File: src/core/timer_map.vh
`ifndef TIMER_MAP_VH
`define TIMER_MAP_VH
// ==================================================
// register byte addresses
`define MODE_CTRL_ADDR 16'hff48
`define COMPARE_ADDR 16'hff4c
`define COUNT_ADDR 16'hff50
`define CAPTURE_ADDR 16'hff54
`define PORT_DATA_ADDR 16'hff58
// ==================================================
// reset values
`define MODE_CTRL_RESET 8'h00
`define COMPARE_RESET 16'hffff
`define COUNT_RESET 16'h0000
// ==================================================
// mode control field positions
`define OUT_LEVEL_BIT 7
`define OVERFLOW_BIT 6
`define CAP_EDGE_HI 5
`define CAP_EDGE_LO 4
`define INVERT_EN_BIT 3
`define CLK_SEL_HI 2
`define CLK_SEL_LO 1
`define OUT_EN_BIT 0
// ==================================================
// encodings and divider ratios
`define CAP_OFF 2'h0
`define CAP_RISE 2'h1
`define CAP_FALL 2'h2
`define CAP_BOTH 2'h3
`define CLK_DIV4 2'h0
`define CLK_DIV64 2'h1
`define CLK_DIV16 2'h2
`define DIV4_LAST 6'h03
`define DIV16_LAST 6'h0f
`define DIV64_LAST 6'h3f
// ==================================================
// bus responses
`define RESP_OKAY 2'h0
`define RESP_SLVERR 2'h2
`endif

File: src/core/free_running_timer.v
`include "timer_map.vh"

module free_running_timer #(
	parameter CNT_W = 16
) (
	input wire sys_clk,
	input wire rst,
	input wire [15:0] s_axi_awaddr,
	input wire s_axi_awvalid,
	output reg s_axi_awready,
	input wire [31:0] s_axi_wdata,
	input wire [3:0] s_axi_wstrb,
	input wire s_axi_wvalid,
	output reg s_axi_wready,
	output reg [1:0] s_axi_bresp,
	output reg s_axi_bvalid,
	input wire s_axi_bready,
	input wire [15:0] s_axi_araddr,
	input wire s_axi_arvalid,
	output reg s_axi_arready,
	output reg [31:0] s_axi_rdata,
	output reg [1:0] s_axi_rresp,
	output reg s_axi_rvalid,
	input wire s_axi_rready,
	input wire capturePin,
	output reg timerOutPin,
	output reg matchIrq
);

	// ==================================================
	// state
	reg [CNT_W-1:0] countReg_q;
	reg [CNT_W-1:0] compareReg_q;
	reg [CNT_W-1:0] captureReg_q;
	reg [CNT_W-1:0] readBuf_q;
	reg [7:0] modeCtrl_q;
	reg portData_q;
	reg [5:0] prescale_q;
	reg capSync1_q;
	reg capSync2_q;
	reg capPrev_q;
	reg capHit_q;
	reg [15:0] awAddr_q;
	reg [31:0] wData_q;
	reg [3:0] wStrb_q;
	reg awHave_q;
	reg wHave_q;

	wire outLevel = modeCtrl_q[`OUT_LEVEL_BIT];
	wire invertEn = modeCtrl_q[`INVERT_EN_BIT];
	wire outEn = modeCtrl_q[`OUT_EN_BIT];
	wire [1:0] capEdgeSel = modeCtrl_q[`CAP_EDGE_HI:`CAP_EDGE_LO];
	wire [1:0] clkSel = modeCtrl_q[`CLK_SEL_HI:`CLK_SEL_LO];

	// ==================================================
	// prescaler: one-cycle count enable at the selected division
	reg [5:0] preLast;
	always @* begin
		case (clkSel)
			`CLK_DIV4: preLast = `DIV4_LAST;
			`CLK_DIV64: preLast = `DIV64_LAST;
			`CLK_DIV16: preLast = `DIV16_LAST;
			default: preLast = `DIV4_LAST; // prohibited code falls back to fastest rate
		endcase
	end
	// masking keeps a shortened ratio from stalling when software lowers the division
	wire countTick = ((prescale_q & preLast) == preLast);

	// the divider is not restarted on a select change, so the first period may be short
	always @(posedge sys_clk) begin
		if (rst) begin
			prescale_q <= 6'h00;
		end else begin
			prescale_q <= prescale_q + 6'h01;
		end
	end

	// ==================================================
	// free-running counter, never cleared by a match
	// count enable comes from the shared prescaler, one pulse per selected period
	// stop mode is outside this block; an oscillator restart leaves the count arbitrary
	always @(posedge sys_clk) begin
		if (rst) begin
			countReg_q <= `COUNT_RESET;
		end else if (countTick) begin
			countReg_q <= countReg_q + {{(CNT_W-1){1'b0}}, 1'b1};
		end
	end

	wire wrapNow = countTick && (&countReg_q);
	// match flagged once per count value, on the cycle it is entered or compare changes
	wire matchNow = (countReg_q == compareReg_q);
	reg matchPrev_q;
	wire matchEvent = matchNow && !matchPrev_q;

	// ==================================================
	// capture pin synchroniser and edge detector
	always @(posedge sys_clk) begin
		if (rst) begin
			capSync1_q <= 1'b0;
			capSync2_q <= 1'b0;
			capPrev_q <= 1'b0;
		end else begin
			capSync1_q <= capturePin;
			capSync2_q <= capSync1_q;
			capPrev_q <= capSync2_q;
		end
	end

	reg capEdge;
	always @* begin
		case (capEdgeSel)
			`CAP_RISE: capEdge = capSync2_q && !capPrev_q;
			`CAP_FALL: capEdge = !capSync2_q && capPrev_q;
			`CAP_BOTH: capEdge = capSync2_q ^ capPrev_q;
			default: capEdge = 1'b0;
		endcase
	end

	// capture one cycle after the edge: well inside the two-clock window
	// capture register is never reset: it is undefined until the first capture edge
	always @(posedge sys_clk) begin
		if (rst) begin
			capHit_q <= 1'b0;
		end else begin
			capHit_q <= capEdge;
		end
		if (capHit_q) begin
			captureReg_q <= countReg_q;
		end
	end

	// ==================================================
	// bus write path
	// a write fires once address and data are both held and the last answer is gone
	wire wrFire = awHave_q && wHave_q && !s_axi_bvalid;
	// an answer still waiting for bready keeps both readies low
	wire wrAnswerHeld = s_axi_bvalid && !s_axi_bready;
	wire [15:0] wrAddr = awAddr_q;

	function [7:0] mergeByte;
		input [7:0] old;
		input [7:0] nw;
		input en;
		begin
			mergeByte = en ? nw : old;
		end
	endfunction

	always @(posedge sys_clk) begin
		if (rst) begin
			awHave_q <= 1'b0;
			wHave_q <= 1'b0;
			awAddr_q <= 16'h0000;
			wData_q <= 32'h00000000;
			wStrb_q <= 4'h0;
			s_axi_awready <= 1'b0;
			s_axi_wready <= 1'b0;
			s_axi_bvalid <= 1'b0;
			s_axi_bresp <= `RESP_OKAY;
		end else begin
			// readies drop after each take, stay low until the held write fires, and stay low while the answer waits
			s_axi_awready <= !awHave_q && !(s_axi_awvalid && s_axi_awready) && !wrAnswerHeld;
			s_axi_wready <= !wHave_q && !(s_axi_wvalid && s_axi_wready) && !wrAnswerHeld;
			if (s_axi_awvalid && s_axi_awready) begin
				awHave_q <= 1'b1;
				awAddr_q <= s_axi_awaddr;
			end
			if (s_axi_wvalid && s_axi_wready) begin
				wHave_q <= 1'b1;
				wData_q <= s_axi_wdata;
				wStrb_q <= s_axi_wstrb;
			end
			if (wrFire) begin
				awHave_q <= 1'b0;
				wHave_q <= 1'b0;
				s_axi_bvalid <= 1'b1;
				case (wrAddr)
					`MODE_CTRL_ADDR, `COMPARE_ADDR, `COUNT_ADDR,
					`CAPTURE_ADDR, `PORT_DATA_ADDR: s_axi_bresp <= `RESP_OKAY;
					default: s_axi_bresp <= `RESP_SLVERR;
				endcase
			end else if (s_axi_bvalid && s_axi_bready) begin
				s_axi_bvalid <= 1'b0;
			end
		end
	end

	// byte lane 0 carries the whole mode register; other lanes are ignored
	wire modeWr = wrFire && (wrAddr == `MODE_CTRL_ADDR) && wStrb_q[0];
	// compare takes each byte lane on its own, so byte writes work
	wire cmpWr = wrFire && (wrAddr == `COMPARE_ADDR);
	wire [7:0] modeWrByte = wData_q[7:0];

	// ==================================================
	// compare, port latch and mode control registers
	always @(posedge sys_clk) begin
		if (rst) begin
			compareReg_q <= `COMPARE_RESET;
			portData_q <= 1'b0;
			modeCtrl_q <= `MODE_CTRL_RESET;
			matchPrev_q <= 1'b0;
		end else begin
			matchPrev_q <= matchNow;
			if (cmpWr) begin
				compareReg_q[7:0] <= mergeByte(compareReg_q[7:0], wData_q[7:0], wStrb_q[0]);
				compareReg_q[15:8] <= mergeByte(compareReg_q[15:8], wData_q[15:8], wStrb_q[1]);
			end
			// port latch bit drives the pin while the timer output is disabled
			if (wrFire && (wrAddr == `PORT_DATA_ADDR) && wStrb_q[0]) begin
				portData_q <= wData_q[0];
			end
			if (modeWr) begin
				// level bit is read-only; bits 5..0 take the written byte
				modeCtrl_q[5:0] <= modeWrByte[5:0];
			end
			// overflow: wrap sets, software zero clears, set wins
			if (wrapNow) begin
				modeCtrl_q[`OVERFLOW_BIT] <= 1'b1;
			end else if (modeWr && !modeWrByte[`OVERFLOW_BIT]) begin
				modeCtrl_q[`OVERFLOW_BIT] <= 1'b0;
			end
			// output level starts low while disabled, toggles per match when inverting
			if (!outEn) begin
				modeCtrl_q[`OUT_LEVEL_BIT] <= 1'b0;
			end else if (matchEvent && invertEn) begin
				modeCtrl_q[`OUT_LEVEL_BIT] <= !outLevel;
			end
		end
	end

	// ==================================================
	// pin and interrupt outputs, registered
	// both outputs come straight from flip-flops, one cycle after the match event and the level bit, or the port latch while the output is disabled
	always @(posedge sys_clk) begin
		if (rst) begin
			timerOutPin <= 1'b0;
			matchIrq <= 1'b0;
		end else begin
			timerOutPin <= outEn ? outLevel : portData_q;
			matchIrq <= matchEvent;
		end
	end

	// ==================================================
	// bus read path; counter read latches the read buffer
	always @(posedge sys_clk) begin
		if (rst) begin
			s_axi_arready <= 1'b0;
			s_axi_rvalid <= 1'b0;
			s_axi_rdata <= 32'h00000000;
			s_axi_rresp <= `RESP_OKAY;
			readBuf_q <= `COUNT_RESET;
		end else begin
			// one read at a time: no address is taken while the answer stands
			s_axi_arready <= !s_axi_rvalid && !(s_axi_arvalid && s_axi_arready);
			// buffer follows the count while idle and holds it while an answer stands
			if (!s_axi_rvalid) begin
				readBuf_q <= countReg_q;
			end
			if (s_axi_arvalid && s_axi_arready) begin
				s_axi_rvalid <= 1'b1;
				s_axi_rresp <= `RESP_OKAY;
				// unused upper bits and unmapped addresses read as zero
				s_axi_rdata <= 32'h00000000;
				case (s_axi_araddr)
					`MODE_CTRL_ADDR: s_axi_rdata[7:0] <= modeCtrl_q;
					`COMPARE_ADDR: s_axi_rdata[15:0] <= compareReg_q;
					`COUNT_ADDR: begin
						// both bytes come from one buffered word, so they always agree
						s_axi_rdata[15:0] <= readBuf_q;
					end
					`CAPTURE_ADDR: s_axi_rdata[15:0] <= captureReg_q;
					`PORT_DATA_ADDR: s_axi_rdata[0] <= portData_q;
					default: s_axi_rresp <= `RESP_SLVERR;
				endcase
			end else if (s_axi_rvalid && s_axi_rready) begin
				s_axi_rvalid <= 1'b0;
			end
		end
	end

endmodule

File: config.mk
export PLATFORM = sky130hd
export DESIGN_NAME = free_running_timer
export DESIGN_NICKNAME = d
export VERILOG_FILES = /design/src/core/free_running_timer.v
export VERILOG_INCLUDE_DIRS = /design/src /design/src/core
export SDC_FILE = /design/constraint.sdc
export NUM_CORES = 1
export LEC_CHECK = 0
export BUFFER_PORTS_ARGS = -buffer_cell sky130_fd_sc_hd__buf_2
export CAP_MARGIN = 20
export CELL_PAD_IN_SITES_DETAIL_PLACEMENT = 1
export CELL_PAD_IN_SITES_GLOBAL_PLACEMENT = 1
export CORE_MARGIN = 4
export CORE_UTILIZATION = 38
export DETAILED_ROUTE_END_ITERATION = 12
export GPL_ROUTABILITY_DRIVEN = 1
export PLACE_DENSITY_LB_ADDON = 0.1
export RECOVER_POWER = 100
export SETUP_SLACK_MARGIN = 0.5
export SLEW_MARGIN = 5
export SYNTH_ARGS = -nofsm -noshare
export SYNTH_HDL_FRONTEND = slang
export SYNTH_SLANG_ARGS = --single-unit
File: constraint.sdc
create_clock -name sys_clk -period 3.1 [get_ports sys_clk]
set_input_delay 0.62 -clock sys_clk [delete_from_list [all_inputs] [get_ports sys_clk]]
set_output_delay 0.62 -clock sys_clk [all_outputs]
set_load 0.05 [all_outputs]
==> impl_metrics.sql <==
INSERT INTO impl_metrics (metric_group, metric, value, unit) VALUES
('status', 'outcome', 'finished clean', ''),
('worst_setup_path', 'cp_data_arrival_time', '2.62', 'ns'),
('worst_setup_path', 'worst_setup_path_end_kind', 'flip-flop', ''),
('clocking', 'root_buffer', 'clkbuf_16', ''),
('pwr', 'clock_power_share', '0.458', ''),
('clocking', 'clock_tree.htree_level_count', '4', ''),
('floorplan', 'dieWidth', '135', 'µm'),
('routing', 'ant_nets', '0', ''),
('sta', 'max_freq', '420', 'MHz'),
('placement', 'place.gp.congestion', '0.865', ''),
('pwr', 'switchingPower', '0.000942', 'W'),
('logic_synthesis', 'number_of_synthesized_flops_with_an_enable_pin', '16', ''),
('clocking', 'post_cts.resized_instances', '0', ''),
('routing', 'detailroute.via_count', '4655', ''),
('floorplan', 'fp.dieArea', '18300', 'µm²'),
('sta', 'skew', '0.00733', 'ns'),
('grt', 'grt_max_degree', '63', ''),
('sta', 'finalSetupTns', '0', 'ns'),
('logic_synthesis', 'post_synth_cell_types', '51', ''),
('logic_synthesis', 'yosysMostFrequentCell', 'dfxtp_1', ''),
('clocking', 'total_clock_sinks', '145', ''),
('finish', 'area.growth.synth_to_final', '16.1', '%'),
('sta', 'worstMarginPinSlew', '1.33', 'ns'),
('logic_synthesis', 'ys_top_cells_by_count', '129 x dfxtp_1, 99 x nand2_1, 57 x nor2_1', ''),
('grt', 'grt_util_all_layers', '0.166', ''),
('clocking', 'buffer_depth_of_the_longest_clock_path', '2', ''),
('floorplan', 'site_row_count', '46', ''),
('worst_setup_path', 'setup.worst_path.class', 'reg2reg', ''),
('routing', 'totalWireLength', '14600', 'µm'),
('clocking', 'post_cts.repair.setup_buffers', '0', ''),
('pwr', 'seqPwrFrac', '0.476', ''),
('floorplan', 'core-area', '15900', 'µm²'),
('logic_synthesis', 'synthesis.instances', '643', ''),
('logic_synthesis', 'synth_top_cell_area_share', '0.421', ''),
('finish', 'num-nets-final', '798', ''),
('grt', 'grt_pass1_wl', '23900', 'µm'),
('worst_setup_path', 'path_cells', 'nand4bb_1, or4_1, nor3_2, mux2i_1, nor2_1', ''),
('clocking', 'cts_tree', 'done', ''),
('pwr', 'p_int', '0.00317', 'W'),
('routing', 'number_of_optimization_iterations_in_the_first_detailed_route_pass', '4', ''),
('worst_setup_path', 'timing.critical_path.slowest_stage_cell', 'nor3_2', ''),
('finish', 'antennaDiodeCount', '0', ''),
('grt', 'grt_antenna_before_repair', '0', ''),
('pwr', 'ir_drop', '0.000353', 'V'),
('routing', 'post_drt_via_cell_ratio', '4.92', ''),
('routing', 'drt_first_iter_violations', '196', ''),
('logic_synthesis', 'postSynthRegisterBits', '145', ''),
('finish', 'layout_cell_share_with_drive_strength_beyond_1', '0.147', ''),
('floorplan', 'ioPinCount', '119', ''),
('placement', 'port_buffer_cells', '82', ''),
('routing', 'drt_drc_violations_left', '0', ''),
('hold_path', 'holdCritPathClass', 'in2reg', ''),
('logic_synthesis', 'syn-mean-instance-area', '9.55', 'µm²'),
('pwr', 'power.static_leakage', '2.65', 'nW'),
('logic_synthesis', 'proportion_of_synthesized_flip_flops_having_asynchronous_set_or_reset', '0', ''),
('sta', 'unrepaired_setup_endpoints_after_global_routing', 'false', ''),
('placement', 'dp_cells', '914', ''),
('placement', 'place_hpwl', '10800', 'µm'),
('sta', 'maxSlewViolCount', '0', ''),
('routing', 'average_routed_wire_per_standard_cell', '15.5', 'µm'),
('worst_setup_path', 'cp_max_fo', '6', ''),
('logic_synthesis', 'synth_ff_type', 'dfxtp_1', ''),
('sta', 'max_slew_margin', '0.114', ''),
('logic_synthesis', 'ys_seq_area_frac', '0.499', ''),
('logic_synthesis', 'post-synth-top-area-cell', 'dfxtp_1', ''),
('finish', 'layoutNonFillerInstCount', '946', ''),
('clocking', 'tritoncts.num_buffers', '17', ''),
('sta', 'shortest_clock_period_the_worst_path_allows_after_layout', '2.38', 'ns'),
('sta', 'setup_viol_count_final', '0', ''),
('sta', 'final_min_period_over_clock_period', '0.768', ''),
('logic_synthesis', 'synth-warning-count', '0', '');
sequential cells by signal, indices dropped and copies added, names as in the netlist, 2 cells and up:
name and flops:
countReg_q 16, wStrb_q 2, captureReg_q 16, awAddr_q 16, readBuf_q 16, s_axi_rdata 16, modeCtrl_q 8, compareReg_q 16
prescale_q 6, wData_q 16
layer usage:
metal / track usage / share of wire / vias up
li1: - / - / 2331
met5: 0 / 0 / -
met3: 0.0399 / 0.048 / 17
met1: 0.217 / 0.48 / 2193
met4: 0.0722 / 0.020 / 0
met2: 0.262 / 0.45 / 114
power by group through the flow:
stage / Combinational, W / Sequential, W / Clock [W]
after floorplan: 0.000194 / 0.00201 / 0
after global placement: 0.000272 / 0.00200 / 0
after detailed placement: 0.000278 / 0.00200 / 0
after CTS: 0.000279 / 0.00196 / 0.00194
after global routing: 0.000299 / 0.00196 / 0.00203
final: 0.000271 / 0.00196 / 0.00188
kinds of logic after synthesis:
group	after synthesis	share of synthesized area
fa+ha+maj	5	0.0102
mux	49	0.0817
simple gates	254	0.209
xor+xnor	35	0.0499
compound gates	98	0.0972
flops	145	0.499
other cells	1	0.000611
buf+inv	56	0.0522
area by class of cell:
type | instances | area [µm²]
inverters | 4 | 15.0
flip-flops and latches | 145 | 3060
fillers | 1891 | 8760
multi-input cells | 459 | 2810
well taps | 216 | 270
clock inverters | 7 | 60.1
repair buffers | 90 | 422
clock buffers | 25 | 485
final timing paths:
check	from	end	slack, ns	cells past startpoint
worst max register to register	awAddr_q[7]	modeCtrl_q[4]	0.72	5
worst min register to register	matchPrev_q	matchIrq	0.44	1
worst min-delay path	capturePin	capSync1_q	0.42	2
worst max-delay path	awAddr_q[7]	modeCtrl_q[4]	0.72	5
placed cells by master (no fill, tap or decap), types with 17 or more instances in the layout:
cell type	instances
mux2i_1	40
nor2b_1	23
clkbuf_1	34
o21ai_0	17
xor2_1	33
dfxtp_1	129
nand2_1	99
a21oi_1	51
nor2_1	57
conb_1	18
clkbuf_16	17
buf_2	56
through the flow:
stage                     area, µm²  power, W  hold slack [ns]   util
after floorplan                6200   0.00221            0.392      -
after global placement         6640   0.00227            0.423  0.418
after detailed placement       6640   0.00228            0.429  0.418
after CTS                      7190   0.00418            0.402  0.453
after global routing           7130   0.00429            0.435  0.449
final                          7130   0.00411            0.420  0.449
worst max-delay path, delay by kind of cell, from the launching register on:
kind / cells / cell delay [ns]
and+or+nand+nor: 4 / 1.64
muxes: 1 / 0.26
DFF: 1 / 0.31
No activity file was read; power rests on OpenSTA's default activity.
